--- config.mk ---
export PLATFORM = sky130hd
export DESIGN_NAME = pife_front_end
export DESIGN_NICKNAME = d
export VERILOG_FILES = /design/src/rtl/pife_pkg.sv /design/src/rtl/pife_input_filter.sv /design/src/rtl/pife_front_end.sv
export VERILOG_INCLUDE_DIRS = /design/src /design/src/rtl
export SDC_FILE = /design/constraint.sdc
export NUM_CORES = 1
export LEC_CHECK = 0
export BUFFER_PORTS_ARGS = -buffer_cell sky130_fd_sc_hd__buf_2
export CELL_PAD_IN_SITES_DETAIL_PLACEMENT = 0
export CELL_PAD_IN_SITES_GLOBAL_PLACEMENT = 2
export CORE_MARGIN = 2
export CORE_UTILIZATION = 36
export CTS_CLUSTER_SIZE = 30
export DETAILED_ROUTE_END_ITERATION = 6
export PLACE_DENSITY_LB_ADDON = 0.1
export SLEW_MARGIN = 0
export SYNTH_ARGS = -nofsm -noshare
export SYNTH_HDL_FRONTEND = slang
export SYNTH_SLANG_ARGS = --single-unit
export TNS_END_PERCENT = 10
--- constraint.sdc ---
create_clock -name clk_in -period 6.3 [get_ports clk_in]
set_clock_uncertainty 0.05 [all_clocks]
set_input_delay 1.575 -clock clk_in [delete_from_list [all_inputs] [get_ports clk_in]]
set_output_delay 1.575 -clock clk_in [all_outputs]
set_load 0.005 [all_outputs]
--- src/rtl/pife_defs.svh ---
/*
 * timing counts, field positions and command codes of the pulsar front end.
 * assumes a 200 mhz system clock.
 */
`ifndef PIFE_DEFS_SVH
`define PIFE_DEFS_SVH

`define PIFE_CLK_MHZ 200
`define PIFE_FILTER_MS 32
`define PIFE_FILTER_CYCLES (`PIFE_FILTER_MS * 1000 * `PIFE_CLK_MHZ)
`define PIFE_CMD_START_LOW 8'h50
`define PIFE_CMD_START_HIGH 8'h51
`define PIFE_CMD_IMMEDIATE_STOP 8'h49
`define PIFE_ENV2_DISABLE_BIT 31
`define PIFE_ENV2_SENSE_BIT 26
`define PIFE_ENV2_METHOD_LO 24
`define PIFE_ENV1_FILTER_BIT 27
`define PIFE_ERR_SIMUL_BIT 17
`define PIFE_ERR_OVERFLOW_BIT 14
`define PIFE_STATE_WAIT_INPUT 4'h8
`define PIFE_STATE_IDLE 4'h0
`define PIFE_DIV_FULL 12'h800
`define PIFE_BUF_MAX 16'hffff

`endif

--- src/rtl/pife_pkg.sv ---
/*
 * types shared by the pulsar front end files.
 * assumes the defs header for all numbers.
 */
package pife_pkg;
    typedef enum logic [1:0] {
        PIFE_QUAD_1X,
        PIFE_QUAD_2X,
        PIFE_QUAD_4X,
        PIFE_UP_DOWN
    } pife_method_t;
endpackage

--- src/rtl/pife_input_filter.sv ---
/*
 * three-flop synchroniser with optional long glitch filter for one pin.
 * assumes an asynchronous pin and the system clock.
 */
`timescale 1ns/1ps
`include "pife_defs.svh"

module pife_input_filter #(
    parameter int FILTER_CYCLES = `PIFE_FILTER_CYCLES
) (
    input wire logic clk_in,
    input wire logic reset_in,
    input wire logic pin_in,
    input wire logic filter_on_in,
    input wire logic reset_value_in,
    output logic level_out
);
    logic sync_a;
    logic sync_b;
    logic sync_c;
    logic [31:0] stable_count;

    // ----------------------------------------
    // synchroniser
    // ----------------------------------------
    always_ff @(posedge clk_in or posedge reset_in) begin
        if (reset_in) begin
            sync_a <= 1'b1;
            sync_b <= 1'b1;
            sync_c <= 1'b1;
        end else begin
            sync_a <= pin_in;
            sync_b <= sync_a;
            sync_c <= sync_b;
        end
    end

    // ----------------------------------------
    // glitch filter
    // ----------------------------------------
    always_ff @(posedge clk_in or posedge reset_in) begin
        if (reset_in) begin
            level_out <= 1'b1;
            stable_count <= 32'h0;
        end else if (sync_b != sync_c) begin
            stable_count <= 32'h0;
        end else if (sync_c == level_out) begin
            stable_count <= 32'h0;
        end else if (!filter_on_in || stable_count >= 32'(FILTER_CYCLES - 1)) begin
            level_out <= sync_c;
            stable_count <= 32'h0;
        end else begin
            stable_count <= stable_count + 32'h1;
        end
    end
endmodule

--- src/rtl/pife_front_end.sv ---
/*
 * pulsar input front end of one axis: decode, scale, buffer, emit pulses.
 * assumes phase pins are asynchronous and a speed clock tick from the axis.
 */
`timescale 1ns/1ps
`include "pife_defs.svh"

module pife_front_end (
    input wire logic clk_in,
    input wire logic reset_in,
    input wire logic pulsar_phase_a_in,
    input wire logic pulsar_phase_b_in,
    input wire logic pulsar_enable_n_in,
    input wire logic [1:0] direction_switch_inputs_in,
    input wire logic [31:0] env_config_one_in,
    input wire logic [31:0] env_config_two_in,
    input wire logic [4:0] extra_multiplier_in,
    input wire logic [10:0] divider_numerator_in,
    input wire logic command_write_in,
    input wire logic [7:0] command_in,
    input wire logic speed_tick_in,
    input wire logic limit_plus_in,
    input wire logic limit_minus_in,
    input wire logic error_clear_in,
    output logic pulse_out,
    output logic direction_out,
    output logic running_out,
    output logic [3:0] operation_state_out,
    output logic [31:0] error_cause_out,
    output logic error_interrupt_out,
    output logic [1:0] direction_switch_filtered_out
);
    import pife_pkg::*;

    logic a_s1, a_s2, a_s3, b_s1, b_s2, b_s3;
    logic enable_n_level;
    logic active;
    logic decoded_up_pulse, decoded_down_pulse;
    logic simultaneous;
    logic sense;
    logic a_rise, a_fall, b_rise, b_fall, a_chg, b_chg;
    logic fwd_a, fwd_b;
    pife_method_t method;
    logic [4:0] mult_left;
    logic mult_dir;
    logic mult_pulse;
    logic [11:0] div_acc;
    logic [12:0] next_div_sum;
    logic scaled_pulse;
    logic [15:0] buffer_count;
    logic buffer_dir;
    logic overflow;
    logic accept_up, accept_down;

    // ----------------------------------------
    // pin synchronisers and filters
    // ----------------------------------------
    always_ff @(posedge clk_in or posedge reset_in) begin
        if (reset_in) begin
            {a_s1, a_s2, a_s3} <= 3'h0;
            {b_s1, b_s2, b_s3} <= 3'h0;
        end else begin
            a_s1 <= pulsar_phase_a_in;
            a_s2 <= a_s1;
            a_s3 <= a_s2;
            b_s1 <= pulsar_phase_b_in;
            b_s2 <= b_s1;
            b_s3 <= b_s2;
        end
    end

    pife_input_filter u_enable_filter (
        .clk_in(clk_in),
        .reset_in(reset_in),
        .pin_in(pulsar_enable_n_in),
        .filter_on_in(env_config_one_in[`PIFE_ENV1_FILTER_BIT]),
        .reset_value_in(1'b1),
        .level_out(enable_n_level)
    );

    genvar gi;
    generate
        for (gi = 0; gi < 2; gi++) begin : g_dir
            pife_input_filter u_dir_filter (
                .clk_in(clk_in),
                .reset_in(reset_in),
                .pin_in(direction_switch_inputs_in[gi]),
                .filter_on_in(env_config_one_in[`PIFE_ENV1_FILTER_BIT]),
                .reset_value_in(1'b1),
                .level_out(direction_switch_filtered_out[gi])
            );
        end
    endgenerate

    // ----------------------------------------
    // decoder
    // ----------------------------------------
    always_comb begin
        method = pife_method_t'(env_config_two_in[`PIFE_ENV2_METHOD_LO +: 2]);
        sense = env_config_two_in[`PIFE_ENV2_SENSE_BIT];
        a_chg = a_s2 != a_s3;
        b_chg = b_s2 != b_s3;
        a_rise = a_s2 && !a_s3;
        a_fall = !a_s2 && a_s3;
        b_rise = b_s2 && !b_s3;
        b_fall = !b_s2 && b_s3;
        // edges that mean a leads b
        fwd_a = (a_rise && !b_s2) || (a_fall && b_s2) || (b_rise && a_s2) || (b_fall && !a_s2);
        fwd_b = (a_rise && b_s2) || (a_fall && !b_s2) || (b_rise && !a_s2) || (b_fall && a_s2);
        simultaneous = a_chg && b_chg;
        decoded_up_pulse = 1'b0;
        decoded_down_pulse = 1'b0;
        case (method)
            PIFE_QUAD_1X: begin
                decoded_up_pulse = a_rise && !b_s2;
                decoded_down_pulse = a_fall && !b_s2;
            end
            PIFE_QUAD_2X: begin
                decoded_up_pulse = a_chg && fwd_a;
                decoded_down_pulse = a_chg && fwd_b;
            end
            PIFE_QUAD_4X: begin
                decoded_up_pulse = fwd_a;
                decoded_down_pulse = fwd_b;
            end
            PIFE_UP_DOWN: begin
                decoded_up_pulse = a_rise;
                decoded_down_pulse = b_rise;
            end
            default: begin
                decoded_up_pulse = 1'b0;
                decoded_down_pulse = 1'b0;
            end
        endcase
        if (simultaneous) begin
            decoded_up_pulse = 1'b0;
            decoded_down_pulse = 1'b0;
        end
        if (sense) begin
            {decoded_up_pulse, decoded_down_pulse} = {decoded_down_pulse, decoded_up_pulse};
        end
        active = running_out && !enable_n_level && !env_config_two_in[`PIFE_ENV2_DISABLE_BIT];
        accept_up = active && decoded_up_pulse && !limit_plus_in;
        accept_down = active && decoded_down_pulse && !limit_minus_in;
    end

    // ----------------------------------------
    // start and stop
    // ----------------------------------------
    always_ff @(posedge clk_in or posedge reset_in) begin
        if (reset_in) begin
            running_out <= 1'b0;
        end else if (command_write_in) begin
            if (command_in == `PIFE_CMD_START_LOW || command_in == `PIFE_CMD_START_HIGH) begin
                running_out <= 1'b1;
            end else if (command_in == `PIFE_CMD_IMMEDIATE_STOP) begin
                running_out <= 1'b0;
            end
        end
    end

    always_ff @(posedge clk_in or posedge reset_in) begin
        if (reset_in) begin
            operation_state_out <= `PIFE_STATE_IDLE;
        end else if (running_out) begin
            operation_state_out <= `PIFE_STATE_WAIT_INPUT;
        end else begin
            operation_state_out <= `PIFE_STATE_IDLE;
        end
    end

    // ----------------------------------------
    // multiplier, one pulse per cycle
    // ----------------------------------------
    always_ff @(posedge clk_in or posedge reset_in) begin
        if (reset_in) begin
            mult_left <= 5'h0;
            mult_dir <= 1'b0;
            mult_pulse <= 1'b0;
        end else if (accept_up || accept_down) begin
            mult_left <= extra_multiplier_in;
            mult_dir <= accept_up;
            mult_pulse <= 1'b1;
        end else if (mult_left != 5'h0 && running_out) begin
            mult_left <= mult_left - 5'h1;
            mult_pulse <= 1'b1;
        end else begin
            mult_left <= 5'h0;
            mult_pulse <= 1'b0;
        end
    end

    // ----------------------------------------
    // n/2048 divider
    // ----------------------------------------
    always_comb begin
        next_div_sum = {1'b0, div_acc} + {2'b00, divider_numerator_in};
    end

    always_ff @(posedge clk_in or posedge reset_in) begin
        if (reset_in) begin
            div_acc <= 12'h0;
            scaled_pulse <= 1'b0;
        end else if (!mult_pulse) begin
            scaled_pulse <= 1'b0;
        end else if (divider_numerator_in == 11'h0) begin
            scaled_pulse <= 1'b1;
        end else if (next_div_sum >= {1'b0, `PIFE_DIV_FULL}) begin
            div_acc <= 12'(next_div_sum - {1'b0, `PIFE_DIV_FULL});
            scaled_pulse <= 1'b1;
        end else begin
            div_acc <= next_div_sum[11:0];
            scaled_pulse <= 1'b0;
        end
    end

    // ----------------------------------------
    // buffer counter and output gating
    // ----------------------------------------
    always_ff @(posedge clk_in or posedge reset_in) begin
        if (reset_in) begin
            buffer_count <= 16'h0;
            buffer_dir <= 1'b0;
            overflow <= 1'b0;
            pulse_out <= 1'b0;
            direction_out <= 1'b0;
        end else if (!running_out) begin
            buffer_count <= 16'h0;
            overflow <= 1'b0;
            pulse_out <= 1'b0;
        end else begin
            overflow <= 1'b0;
            pulse_out <= 1'b0;
            if (scaled_pulse && (buffer_count == 16'h0 || buffer_dir == mult_dir)) begin
                buffer_dir <= mult_dir;
                if (speed_tick_in) begin
                    pulse_out <= 1'b1;
                    direction_out <= mult_dir;
                end else if (buffer_count == `PIFE_BUF_MAX) begin
                    overflow <= 1'b1;
                end else begin
                    buffer_count <= buffer_count + 16'h1;
                end
            end else if (scaled_pulse) begin
                buffer_count <= buffer_count - 16'h1;
            end else if (speed_tick_in && buffer_count != 16'h0) begin
                buffer_count <= buffer_count - 16'h1;
                pulse_out <= 1'b1;
                direction_out <= buffer_dir;
            end
        end
    end

    // ----------------------------------------
    // error cause and error output
    // ----------------------------------------
    always_ff @(posedge clk_in or posedge reset_in) begin
        if (reset_in) begin
            error_cause_out <= 32'h0;
            error_interrupt_out <= 1'b0;
        end else begin
            if (error_clear_in) begin
                error_cause_out <= 32'h0;
                error_interrupt_out <= 1'b0;
            end
            if (active && simultaneous) begin
                error_cause_out[`PIFE_ERR_SIMUL_BIT] <= 1'b1;
                error_interrupt_out <= 1'b1;
            end
            if (overflow) begin
                error_cause_out[`PIFE_ERR_OVERFLOW_BIT] <= 1'b1;
                error_interrupt_out <= 1'b1;
            end
        end
    end
endmodule

==> impl_metrics.env <==
export IMPL_status="finished clean"
export IMPL_grt_pass1_vias=6146
export IMPL_path_max_fanout=17
export IMPL_hp_class="flop to flop"
export IMPL_cap_violations=0
export IMPL_clkTransAtPathRegs_ps=70
export IMPL_async_reset_ff_share_pct=100
export IMPL_yosys_warnings=0
export IMPL_critPathBufInv=1
export IMPL_htree_levels=4
export IMPL_cp_top_family="compound AO/OA/AOI/OAI gates"
export IMPL_synth_area_leaders="dfrtp_1, ha_1, xnor2_1, nor2_1, xor2_1"
export IMPL_cts_buffers=17
export IMPL_rows=56
export IMPL_cp_slowest_cell="ha_1"
export IMPL_num_vias=6086
export IMPL_hold_viol_final=0
export IMPL_grt_max_degree=64
export IMPL_critPathArrivalTime_ps=4410
export IMPL_cts_setup_buffers=0
export IMPL_synth_top_family_by_area="simple AND/OR/NAND/NOR gates"
export IMPL_muxShareOfSynthArea_pct=2.51
export IMPL_postSynthAreaPerCell_um2=10.1
export IMPL_synthToLayoutAreaGrowth_pct=13.7
export IMPL_drtPass1Iterations=7
export IMPL_synth_compound_area_share_pct=11.1
export IMPL_place_hpwl_mm=12.3
export IMPL_gp_congestion=0.814
export IMPL_die_area_mm2=0.0247
export IMPL_timing_fmax_ghz=0.239
export IMPL_leakagePower_nw=4.26
export IMPL_cts_root_buf="clkbuf_16"
export IMPL_post_cts_resize_count=0
export IMPL_start_kind="flop"
export IMPL_tns_ps=0
export IMPL_syn_inst=836
export IMPL_cts_sinks=159
export IMPL_num_nets_final=1056
export IMPL_antenna_found_initial=1
export IMPL_clk_latency_ps=430
export IMPL_yosys_area_top_type="dfrtp_1"
export IMPL_critPathCaptureType="flop"
export IMPL_drtIter0Drc=264
export IMPL_syn_cell_area_mm2=0.00844
export IMPL_drive_gt1_share_pct=13.6
export IMPL_most_common_layout_cells="dfrtp_1, nor2_1, nand2_1"
export IMPL_yosysSeqAreaShare_pct=47.3
export IMPL_worstPathCellList="nor4_1 > nand4_1 > a21boi_2 > inv_1 > ha_1 > nand3_1 > a211oi_1 > nor3_1 > o31ai_1 > xnor2_1 > o22ai_1"
export IMPL_cts_buffer_depth=2
export IMPL_synth_top_area_share_pct=43.6
export IMPL_die_y_um=157
export IMPL_power_total_mw=2.24
export IMPL_io_pins=142
export IMPL_cp_required_ps=6520
export IMPL_synthSimpleGateAreaFrac_pct=18.9
export IMPL_drv_slew=0
export IMPL_grt_pass1_wl_mm=29.2
export IMPL_start_util_pct=36.3
export IMPL_p_per_area_mw_per_mm2=233
export IMPL_drc_errors=0
export IMPL_wl_mm=17.2
export IMPL_synth_edf_count=0
export IMPL_cts_hold_buf=0
export IMPL_fp_coreArea_mm2=0.0233
export IMPL_grt_ovfl_total=0
export IMPL_ys_types=78
export IMPL_grt_setup_unrepaired="false"
export IMPL_diodes=0
export IMPL_slew_headroom_pct=47.4
export IMPL_final_common_cell="dfrtp_1"
export IMPL_final_antenna_net_count=0
export IMPL_dieWidth_um=157
export IMPL_cts_tree="built"
export IMPL_via_per_inst=4.86
export IMPL_grt_use_total_pct=14.8
export IMPL_min_period_ps=4190
export IMPL_synth_fa_ha_area_share_pct=5.66
export IMPL_ys_flop_type="dfrtp_1"
export IMPL_finalSetupViolCount=0
export IMPL_slowest_delay_ps=510
export IMPL_setup_slack_ps=2110
export IMPL_layout_worst_path_cycle_share_pct=66.5
export IMPL_pre_cts_ws_ps=2240
export IMPL_worst_pin_slew_ps=789
export IMPL_ys_ff_latch=159
export IMPL_synthXorXnorAreaFrac_pct=8.93
export IMPL_io_buffers=49
export IMPL_worstSetupPathType="flop to flop"
export IMPL_peakVddDrop_v=0.000158
export IMPL_wl_per_cell_um=13.8
-- per-stage QoR --
| step | hold WS (ps) | cells | area (um2) | util [%] |
|---|---|---|---|---|
| 3_3_place_gp | 284 | 1219 | 9000 | 38.7 |
| 2_1_floorplan | 281 | 895 | 8660 | - |
| 5_1_grt | 316 | 1251 | 9590 | 41.2 |
| 3_5_place_dp | 285 | 1219 | 9000 | 38.7 |
| 4_1_cts | 300 | 1251 | 9590 | 41.2 |
| 6_report | 299 | 1251 | 9590 | 41.2 |
-- flip-flops by register name (all words and copies together), names as in the netlist, 2 cells and up --
name / flops
error_cause_out: 2
u_enable_filter.stable_count: 32
div_acc: 12
g_dir.u_dir_filter.sync_a: 2
g_dir.u_dir_filter.stable_count: 64
mult_left: 5
g_dir.u_dir_filter.level_out: 2
buffer_count: 16
g_dir.u_dir_filter.sync_c: 2
g_dir.u_dir_filter.sync_b: 2
-- routing by layer --
| layer | part of all wire, % | routed length [um] | GRT usage [%] | vias to the layer above |
|---|---|---|---|---|
| li1 | - | - | - | 3012 |
| met1 | 49 | 8380 | 19.7 | 2957 |
| met2 | 47 | 8100 | 24.2 | 99 |
| met3 | 3.3 | 567 | 3.55 | 16 |
| met4 | 0.89 | 153 | 3.72 | 2 |
| met5 | 0.076 | 13 | 0 | - |
-- final cells by class --
type	count	area [um2]
fill	2326	13700
multi-input combinational	654	4200
sequential	159	3990
clock buffer	20	447
tap	319	399
timing repair buffer	52	268
clock inverter	12	149
inverter	35	136
-- worst register-to-register path: stages (launching register included) --
cell      delay [ps]
dfrtp_1          430
nor4_1           420
nand4_1          310
a21boi_2         420
inv_1            410
ha_1             520
nand3_1          200
a211oi_1         500
nor3_1           160
o31ai_1          350
xnor2_1          170
o22ai_1           90
-- cell usage after synthesis, types with 4 or more instances --
cell type and n:
a21o_1 7, a21oi_1 29, a31oi_1 4, and3_1 10
buf_4 37, clkbuf_1 4, dfrtp_1 147, dfstp_2 12
ha_1 35, inv_1 35, mux2_2 9, mux2i_1 11
nand2_1 61, nand2b_1 7, nand3_1 37, nand4_1 16
nor2_1 106, nor2b_1 11, nor3_1 15, nor3b_1 6
nor4_1 20, o21a_1 7, o21ai_0 28, o21ai_1 4
o22ai_1 5, or3_1 5, xnor2_1 47, xor2_1 39
-- cell families after synthesis --
logic type | Yosys count
buffers and inverters | 82
AOI/OAI and AO/OA | 133
adders and majority gates | 37
other | 1
xor gates and xnor gates | 86
and+or+nand+nor | 318
DFF | 159
muxes | 20
-- path summary, 6_finish.rpt --
path	start	endpoint	slack, ps	cells after the start
worst min-delay path	b_s1	b_s2	300	0
worst max-delay path	buffer_count[3]	buffer_count[14]	2110	11
worst max register to register	buffer_count[3]	buffer_count[14]	2110	11
max in group asynchronous	reset_in	g_dir[1].u_dir_filter.stable_count[19]	3890	3
min in group asynchronous	reset_in	u_enable_filter.stable_count[4]	1140	2
worst min register to register	b_s1	b_s2	300	0
-- power breakdown --
part / leakage (nW) / switching, mW / internal, mW
clock: 0.289 / 0.449 / 0.606
sequential: 2.07 / 0.0114 / 1.04
combinational: 1.90 / 0.0769 / 0.0467
total: 4.26 / 0.538 / 1.70
No activity file was read; power rests on OpenSTA's default activity.
